<file path="src/sbsr_pkg.sv">
// How it works
// - Bit 0 is masked measure event summary.
// - Bit 1 is masked source event summary.
// - Bit 2 follows error queue not empty.
// - Bit 4 follows output queue not empty.
// - Bit 5 is masked standard event summary.
// - Master summary is AND with service enable.
// - Request flag rises with summary, clears otherwise.
// - Service request output follows bit 6.
// - Zero service enable bit masks that bit.
// - Status query shows master summary, clears nothing.
// - Serial poll shows request flag, clears it.
// - Clear status clears events, keeps message bit.
// - Clear after terminator also empties output queue.
// - No forced clear of whole status byte.
// - Power on flag set at power up.
// - User request flag always zero.
// - Syntax error sets event bit 5.
// - Execution error sets event bit 4.
// - Device fault sets event bit 3.
// - Query error sets event bit 2.
// - Event enable written and read back.
// - Request control flag always zero.
// - Operation complete sets event bit 0.
// - Event read, clear status, power up clear.
package sbsr_pkg;
    localparam int SB_MEASURE = 0;
    localparam int SB_SOURCE  = 1;
    localparam int SB_ERROR   = 2;
    localparam int SB_MESSAGE = 4;
    localparam int SB_EVENT   = 5;
    localparam int SB_SUMMARY = 6;
    localparam int EV_OPERATION    = 0;
    localparam int EV_REQUEST_CTRL = 1;
    localparam int EV_QUERY   = 2;
    localparam int EV_DEVICE  = 3;
    localparam int EV_EXEC    = 4;
    localparam int EV_SYNTAX  = 5;
    localparam int EV_USER_REQUEST = 6;
    localparam int EV_POWER_ON     = 7;
    localparam logic [7:0] EVENT_RESET  = 8'h80;
    localparam logic [7:0] ENABLE_RESET = 8'h00;
    localparam logic [7:0] EVENT_USED   = 8'hBD;
endpackage

</file>
<file path="src/sbsr_evt_if.sv">
`timescale 1ns/1ps
interface sbsr_evt_if;
    logic [7:0] set_bits;
    logic       clr;
    logic [7:0] flags;
    modport ctl (output set_bits, output clr, input flags);
    modport reg_side (input set_bits, input clr, output flags);
endinterface

</file>
<file path="src/sbsr_event_reg.sv">
`timescale 1ns/1ps
module sbsr_event_reg
    import sbsr_pkg::*;
(
    input  wire logic mclk,
    input  wire logic rst,
    input  wire logic ce,
    sbsr_evt_if.reg_side ev
);
    logic [7:0] flags_reg;
    // Set wins over clear so an event in the clearing cycle survives.
    always_ff @(posedge mclk) begin
        if (rst) begin
            flags_reg <= EVENT_RESET;
        end else if (ce) begin
            flags_reg <= ((ev.clr ? 8'h00 : flags_reg) | ev.set_bits) & EVENT_USED;
        end
    end
    assign ev.flags = flags_reg;
endmodule // sbsr_event_reg

</file>
<file path="src/sbsr_top.sv">
`timescale 1ns/1ps
module sbsr_top
    import sbsr_pkg::*;
#(
    parameter int WIDTH = 8
)(
    input  wire logic             mclk,
    input  wire logic             rst,
    input  wire logic             ce,
    input  wire logic [WIDTH-1:0] measure_event,
    input  wire logic [WIDTH-1:0] measure_enable,
    input  wire logic [WIDTH-1:0] source_event,
    input  wire logic [WIDTH-1:0] source_enable,
    input  wire logic             error_queue_not_empty,
    input  wire logic             output_queue_not_empty,
    input  wire logic             syntax_error,
    input  wire logic             execution_error,
    input  wire logic             device_fault,
    input  wire logic             query_error,
    input  wire logic             operation_complete,
    input  wire logic             event_enable_command,
    input  wire logic [7:0]       event_enable_data,
    input  wire logic             service_enable_command,
    input  wire logic [7:0]       service_enable_data,
    input  wire logic             clear_status_command,
    input  wire logic             after_terminator,
    input  wire logic             event_status_query,
    input  wire logic             status_byte_query,
    input  wire logic             serial_poll,
    output logic      [7:0]       event_enable_q,
    output logic      [7:0]       service_enable_q,
    output logic      [7:0]       event_status_q,
    output logic      [7:0]       status_byte_q,
    output logic      [7:0]       poll_byte_q,
    output logic                  answer_valid,
    output logic                  service_request,
    output logic                  source_clear,
    output logic                  output_queue_flush
);
    // The width limit keeps the reduction trees within what the summary inputs may carry.
    if (WIDTH < 1 || WIDTH > 32) begin : g_width_check
        $error("WIDTH out of range");
    end

    ////////////////////////////////////////////////////////////////////////////
    sbsr_evt_if ev ();
    logic [7:0] event_enable_reg;
    logic [7:0] service_enable_reg;
    logic [7:0] sb;
    logic       master_summary;
    logic       master_summary_prev_reg;
    logic       request_service_flag_reg;

    // Bits 7, 6 and 1 have no set source; bits 6 and 1 always read zero, bit 7 is set only by reset.
    assign ev.set_bits = {1'b0, 1'b0, syntax_error, execution_error,
                          device_fault, query_error, 1'b0,
                          operation_complete};
    assign ev.clr = clear_status_command | event_status_query;

    sbsr_event_reg u_evt (
        .mclk (mclk),
        .rst  (rst),
        .ce   (ce),
        .ev   (ev)
    );

    always_ff @(posedge mclk) begin
        if (rst) begin
            event_enable_reg <= ENABLE_RESET;
        end else if (ce && event_enable_command) begin
            event_enable_reg <= event_enable_data;
        end
    end

    always_ff @(posedge mclk) begin
        if (rst) begin
            service_enable_reg <= ENABLE_RESET;
        end else if (ce && service_enable_command) begin
            service_enable_reg <= service_enable_data;
        end
    end

    ////////////////////////////////////////////////////////////////////////////
    // The summaries are purely combinational; nothing is ever cleared here.
    always_comb begin
        sb = 8'h00;
        sb[SB_MEASURE] = |(measure_event & measure_enable);
        sb[SB_SOURCE]  = |(source_event & source_enable);
        sb[SB_ERROR]   = error_queue_not_empty;
        sb[SB_MESSAGE] = output_queue_not_empty;
        sb[SB_EVENT]   = |(ev.flags & event_enable_reg);
    end
    assign master_summary = |(sb & service_enable_reg);

    always_ff @(posedge mclk) begin
        if (rst) begin
            master_summary_prev_reg <= 1'b0;
        end else if (ce) begin
            master_summary_prev_reg <= master_summary;
        end
    end

    // A fresh rise beats a simultaneous poll so a new request is not lost.
    always_ff @(posedge mclk) begin
        if (rst) begin
            request_service_flag_reg <= 1'b0;
        end else if (ce) begin
            if (master_summary && !master_summary_prev_reg) begin
                request_service_flag_reg <= 1'b1;
            end else if (serial_poll || !master_summary) begin
                request_service_flag_reg <= 1'b0;
            end
        end
    end
    assign service_request = request_service_flag_reg;

    ////////////////////////////////////////////////////////////////////////////
    always_ff @(posedge mclk) begin
        if (rst) begin
            status_byte_q  <= 8'h00;
            poll_byte_q    <= 8'h00;
            event_status_q <= 8'h00;
            answer_valid   <= 1'b0;
        end else if (ce) begin
            answer_valid <= status_byte_query | serial_poll | event_status_query;
            if (status_byte_query) begin
                status_byte_q <= sb | {1'b0, master_summary, 6'h00};
            end
            if (serial_poll) begin
                poll_byte_q <= sb | {1'b0, request_service_flag_reg, 6'h00};
            end
            if (event_status_query) begin
                event_status_q <= ev.flags;
            end
        end
    end

    assign event_enable_q   = event_enable_reg;
    assign service_enable_q = service_enable_reg;
    assign source_clear     = ce & clear_status_command;
    // Only a clear right after a terminator may flush; otherwise the queue stays.
    assign output_queue_flush = ce & clear_status_command & after_terminator;

    ////////////////////////////////////////////////////////////////////////////
    property p_rise;
        @(posedge mclk) disable iff (rst)
            ce && master_summary && !master_summary_prev_reg |=> request_service_flag_reg;
    endproperty
    a_rise: assert property (p_rise) else $error("request flag missed rise");
    property p_fall;
        @(posedge mclk) disable iff (rst) ce && !master_summary |=> !request_service_flag_reg;
    endproperty
    a_fall: assert property (p_fall) else $error("request flag kept after fall");
    property p_poll;
        @(posedge mclk) disable iff (rst)
            ce && serial_poll && master_summary_prev_reg |=> !request_service_flag_reg;
    endproperty
    a_poll: assert property (p_poll) else $error("poll did not clear flag");
    property p_master_summary;
        @(posedge mclk) disable iff (rst) master_summary ==
            ((|(measure_event & measure_enable) && service_enable_reg[SB_MEASURE])
            || (|(source_event & source_enable) && service_enable_reg[SB_SOURCE])
            || (error_queue_not_empty && service_enable_reg[SB_ERROR])
            || (output_queue_not_empty && service_enable_reg[SB_MESSAGE])
            || (|(ev.flags & event_enable_reg) && service_enable_reg[SB_EVENT]));
    endproperty
    a_master_summary: assert property (p_master_summary) else $error("master summary wrong");
    property p_status_query;
        @(posedge mclk) disable iff (rst) ce && status_byte_query |=>
            status_byte_q[SB_SUMMARY] == $past(master_summary) && answer_valid;
    endproperty
    a_status_query: assert property (p_status_query) else $error("status query bit 6 wrong");
    property p_poll_byte;
        @(posedge mclk) disable iff (rst) ce && serial_poll |=>
            poll_byte_q[SB_SUMMARY] == $past(request_service_flag_reg) && answer_valid;
    endproperty
    a_poll_byte: assert property (p_poll_byte) else $error("poll bit 6 wrong");
    property p_evt_clr;
        @(posedge mclk) disable iff (rst) ce && clear_status_command && ev.set_bits == 8'h00
            |=> ev.flags == 8'h00 && !sb[SB_EVENT];
    endproperty
    a_evt_clr: assert property (p_evt_clr) else $error("clear status left events");
    property p_event_query;
        @(posedge mclk) disable iff (rst) ce && event_status_query && ev.set_bits == 8'h00
            |=> ev.flags == 8'h00;
    endproperty
    a_event_query: assert property (p_event_query) else $error("event read kept flags");
    property p_power_on;
        @(posedge mclk) rst |=> ev.flags == EVENT_RESET;
    endproperty
    a_power_on: assert property (p_power_on) else $error("power on flag not set");
    property p_zero;
        @(posedge mclk) disable iff (rst)
            !ev.flags[EV_USER_REQUEST] && !ev.flags[EV_REQUEST_CTRL];
    endproperty
    a_zero: assert property (p_zero) else $error("unused event bit set");
    property p_set;
        @(posedge mclk) disable iff (rst) ce && syntax_error |=> ev.flags[EV_SYNTAX];
    endproperty
    a_set: assert property (p_set) else $error("syntax error not recorded");
    property p_flush;
        @(posedge mclk) disable iff (rst)
            output_queue_flush == (ce && clear_status_command && after_terminator);
    endproperty
    a_flush: assert property (p_flush) else $error("flush without terminator");
    c_rise: cover property (@(posedge mclk) disable iff (rst)
        !request_service_flag_reg ##1 request_service_flag_reg);
    c_poll: cover property (@(posedge mclk) disable iff (rst)
        request_service_flag_reg && serial_poll);
    c_clear_status: cover property (@(posedge mclk) disable iff (rst) clear_status_command);
endmodule // sbsr_top

</file>
<file path="config.mk">
export PLATFORM = sky130hd
export DESIGN_NAME = sbsr_top
export DESIGN_NICKNAME = d
export VERILOG_FILES = /design/src/sbsr_pkg.sv /design/src/sbsr_evt_if.sv /design/src/sbsr_event_reg.sv /design/src/sbsr_top.sv
export SDC_FILE = /design/constraint.sdc
export NUM_CORES = 1
export LEC_CHECK = 0
export ABC_AREA = 1
export BUFFER_PORTS_ARGS = -buffer_cell sky130_fd_sc_hd__buf_4
export CAP_MARGIN = 40
export CORE_ASPECT_RATIO = 1.25
export CORE_MARGIN = 1.5
export CORE_UTILIZATION = 44
export CTS_BUF_LIST = sky130_fd_sc_hd__clkbuf_8
export DETAILED_ROUTE_END_ITERATION = 10
export HOLD_SLACK_MARGIN = 0.03
export PLACE_DENSITY = 0.82
export SYNTH_ARGS = -nofsm -noshare
export SYNTH_HDL_FRONTEND = slang
export SYNTH_SLANG_ARGS = --single-unit
export TNS_END_PERCENT = 50
</file>
<file path="constraint.sdc">
create_clock -name mclk -period 1.44 [get_ports mclk]
set_clock_uncertainty 0.15 [all_clocks]
set_input_delay 0.216 -clock mclk [delete_from_list [all_inputs] [get_ports mclk]]
set_output_delay 0.216 -clock mclk [all_outputs]
set_load 0.03 [all_outputs]
</file>
==> flow_metrics.env <==
export IMPL_timing_rr_start="event_enable_q[3]$_SDFFE_PP0P_"
export IMPL_drtAntennaViolNets=0
export IMPL_synth_top_family_by_area="simple AND/OR/NAND/NOR gates"
export IMPL_portBuffers=102
export IMPL_irDropWorstVdd_mv=0.749
export IMPL_rsz0062_at_grt="false"
export IMPL_power_density_nw_per_um2=998
export IMPL_setup_ws_ns=0.120
export IMPL_syn2layout_area_growth_pct=52.1
export IMPL_htree_num_levels=2
export IMPL_ys_types=16
export IMPL_nFillCells=348
export IMPL_cts_tree="built"
export IMPL_avgSynthCellArea_sq_um=6.94
export IMPL_clock_fmax_ghz=0.757
export IMPL_status="finished clean"
export IMPL_grt_max_degree=24
export IMPL_maxSlewViolCount=0
export IMPL_switchingPower_w=0.000778
export IMPL_min_period_ns=1.32
export IMPL_rows=25
export IMPL_crit_fanout=3
export IMPL_switching_share_pct=29.3
export IMPL_ys_warn_count=0
export IMPL_maxCapViolations=0
export IMPL_setup_worst_path_end_class="flop"
export IMPL_hp_class="in2reg"
export IMPL_via_per_inst=4.60
export IMPL_grtUsageTotal_pct=22.3
export IMPL_comb_power_share_pct=24.0
export IMPL_cp_required_ns=1.46
export IMPL_cts_path_max_buffers=2
export IMPL_dpl_hpwl_um=3660
export IMPL_dp_slack_ns=0.119
export IMPL_drt_iter0_markers=47
export IMPL_power_leakage_nw=1.42
export IMPL_synth_xor_area_share_pct=0
export IMPL_antenna_found_initial=0
export IMPL_drive_above_1_share_pct=31.6
export IMPL_grt_first_pass_wirelength_um=7510
export IMPL_arrival_ns=1.34
export IMPL_drtPass1Iterations=4
export IMPL_clk_pin_slew_worst_paths_ns=0.08
export IMPL_min_period_over_period_pct=91.7
export IMPL_fp_dieH_um=73.5
export IMPL_internal_power_w=0.00188
export IMPL_overflow=0
export IMPL_cts_sink_count=43
export IMPL_coreArea_sq_um=3780
export IMPL_nets=425
export IMPL_cp_start_kind="flop"
export IMPL_ys_seq_area_share_pct=49.2
export IMPL_grt_pass1_vias=1738
export IMPL_synth_seq_cells=43
export IMPL_antenna_cells=0
export IMPL_drcViolationCount=0
export IMPL_netlist_area_sq_um=1750
export IMPL_finalWirelength_um=4560
export IMPL_cts_root_buffer_cell="clkbuf_8"
export IMPL_pin_count=109
export IMPL_start_util_pct=46.2
export IMPL_clkPwrFrac_pct=26.2
export IMPL_wl_per_cell_um=11.0
export IMPL_crit_path_start="event_enable_q[3]$_SDFFE_PP0P_"
export IMPL_synth_adder_area_share_pct=0
export IMPL_gp_congestion=0.788
export IMPL_path_class="reg2reg"
export IMPL_p_seq_share_pct=49.8
export IMPL_vias=1907
export IMPL_syn_inst=252
export IMPL_worstHoldStart="event_enable_data[1]"
export IMPL_die_area_sq_um=4370
export IMPL_setup_violations=0
export IMPL_clkLatencyLatePin_ns=0.28
export IMPL_yosys_area_share_simple_pct=27.5
export IMPL_tns_ns=0
export IMPL_die_x_um=59.4
export IMPL_hold_viol=0
export IMPL_synthMuxAreaShare_pct=0
export IMPL_synth_compound_gate_area_share_pct=14.9
export IMPL_cts_buffers=5
==> cell type report <==
cell class / count / area (sq um) / area share, %
well taps: 54 / 67.6 / 2.54
repair buffers: 108 / 816 / 30.7
inverters: 19 / 71.3 / 2.68
multi-input cells: 183 / 763 / 28.7
flip-flops and latches: 43 / 861 / 32.4
clock buffers: 5 / 68.8 / 2.59
clock inverters: 3 / 12.5 / 0.470
==> cells in the mapped netlist <==
library cell / n / share of area, %
nor2_1: 65 / 14
buf_4: 7 / 3.0
inv_1: 17 / 3.6
nand2_1: 55 / 12
o21ai_1: 1 / 0.29
inv_2: 2 / 0.43
o21ai_0: 35 / 10
conb_1: 1 / 0.21
a31oi_1: 1 / 0.36
dfxtp_1: 43 / 49
a22o_1: 1 / 0.50
buf_2: 1 / 0.29
a21oi_1: 13 / 3.7
clkbuf_1: 1 / 0.21
nand3_1: 6 / 1.7
buf_1: 3 / 0.64
==> power by group through the flow <==
stage / Sequential (W) / Clock (W) / Combinational, W
final: 0.00132 / 0.000696 / 0.000638
after global routing: 0.00133 / 0.000759 / 0.000701
after CTS: 0.00132 / 0.000713 / 0.000640
after detailed placement: 0.00135 / 0 / 0.000635
after global placement: 0.00135 / 0 / 0.000623
after floorplan: 0.00147 / 0 / 0.000224
==> cells by family (layout without fill, tap and decap cells) <==
group	count (synthesis)	in the layout
AOI/OAI and AO/OA	51	51
buffers and inverters	31	135
DFF	43	43
other	1	6
and+or+nand+nor	126	126
==> stage by stage <==
| stage | total power [W] | cells | area, sq um | util [%] | hold slack, ns |
|---|---|---|---|---|---|
| finish | 0.00265 | 415 | 2660 | 70.3 | 0.0360 |
| global route | 0.00279 | 415 | 2660 | 70.3 | 0.0498 |
| CTS | 0.00267 | 415 | 2660 | 70.3 | 0.0316 |
| detailed placement | 0.00198 | 405 | 2560 | 67.6 | 0.325 |
| global placement | 0.00197 | 405 | 2560 | 67.6 | 0.315 |
| floorplan | 0.00170 | 257 | 1770 | - | 0.213 |
==> timing repair <==
item / CTS / global route
setup buffers: 0 / 0
hold endpoints to repair: 2 / 0
resized for setup: 0 / 0
hold buffers: 2 / 0
==> placed cells by master, fill, tap and decap left out <==
master,instances
conb_1,6
o21ai_0,35
nor2_1,65
a21oi_1,13
o21ai_1,1
buf_4,106
dfxtp_1,43
clkbuf_8,5
clkinv_2,1
a31oi_1,1
dlygate4sd3_1,2
nand3_1,6
inv_2,2
a22o_1,1
nand2_1,55
inv_1,19
==> worst max-delay path, stage by stage (launching register included) <==
cell and delay, ns:
dfxtp_1 0.33, nand2_1 0.07, nand2_1 0.06, nor2_1 0.10, nand2_1 0.10, nand2_1 0.07, nand2_1 0.04, nor2_1 0.20
a21oi_1 0.10
==> layer usage <==
metal,up-vias,routed length (um),GRT usage [%]
li1,997,-,-
met1,829,1750,24.9
met2,75,2440,39.7
met3,6,309,7.22
met4,0,65,6.31
met5,-,0,0
==> worst paths after layout <==
path,endpoint,depth (start not counted),slack [ns]
worst max-delay path,status_byte_q[6]$_SDFFE_PP0P_,8,0.12
worst min register to register,event_status_q[0]$_SDFFE_PP0P_,2,0.34
worst min-delay path,event_enable_q[1]$_SDFFE_PP0P_,3,0.04
worst max register to register,status_byte_q[6]$_SDFFE_PP0P_,8,0.12
No activity file was read; power rests on OpenSTA's default activity.
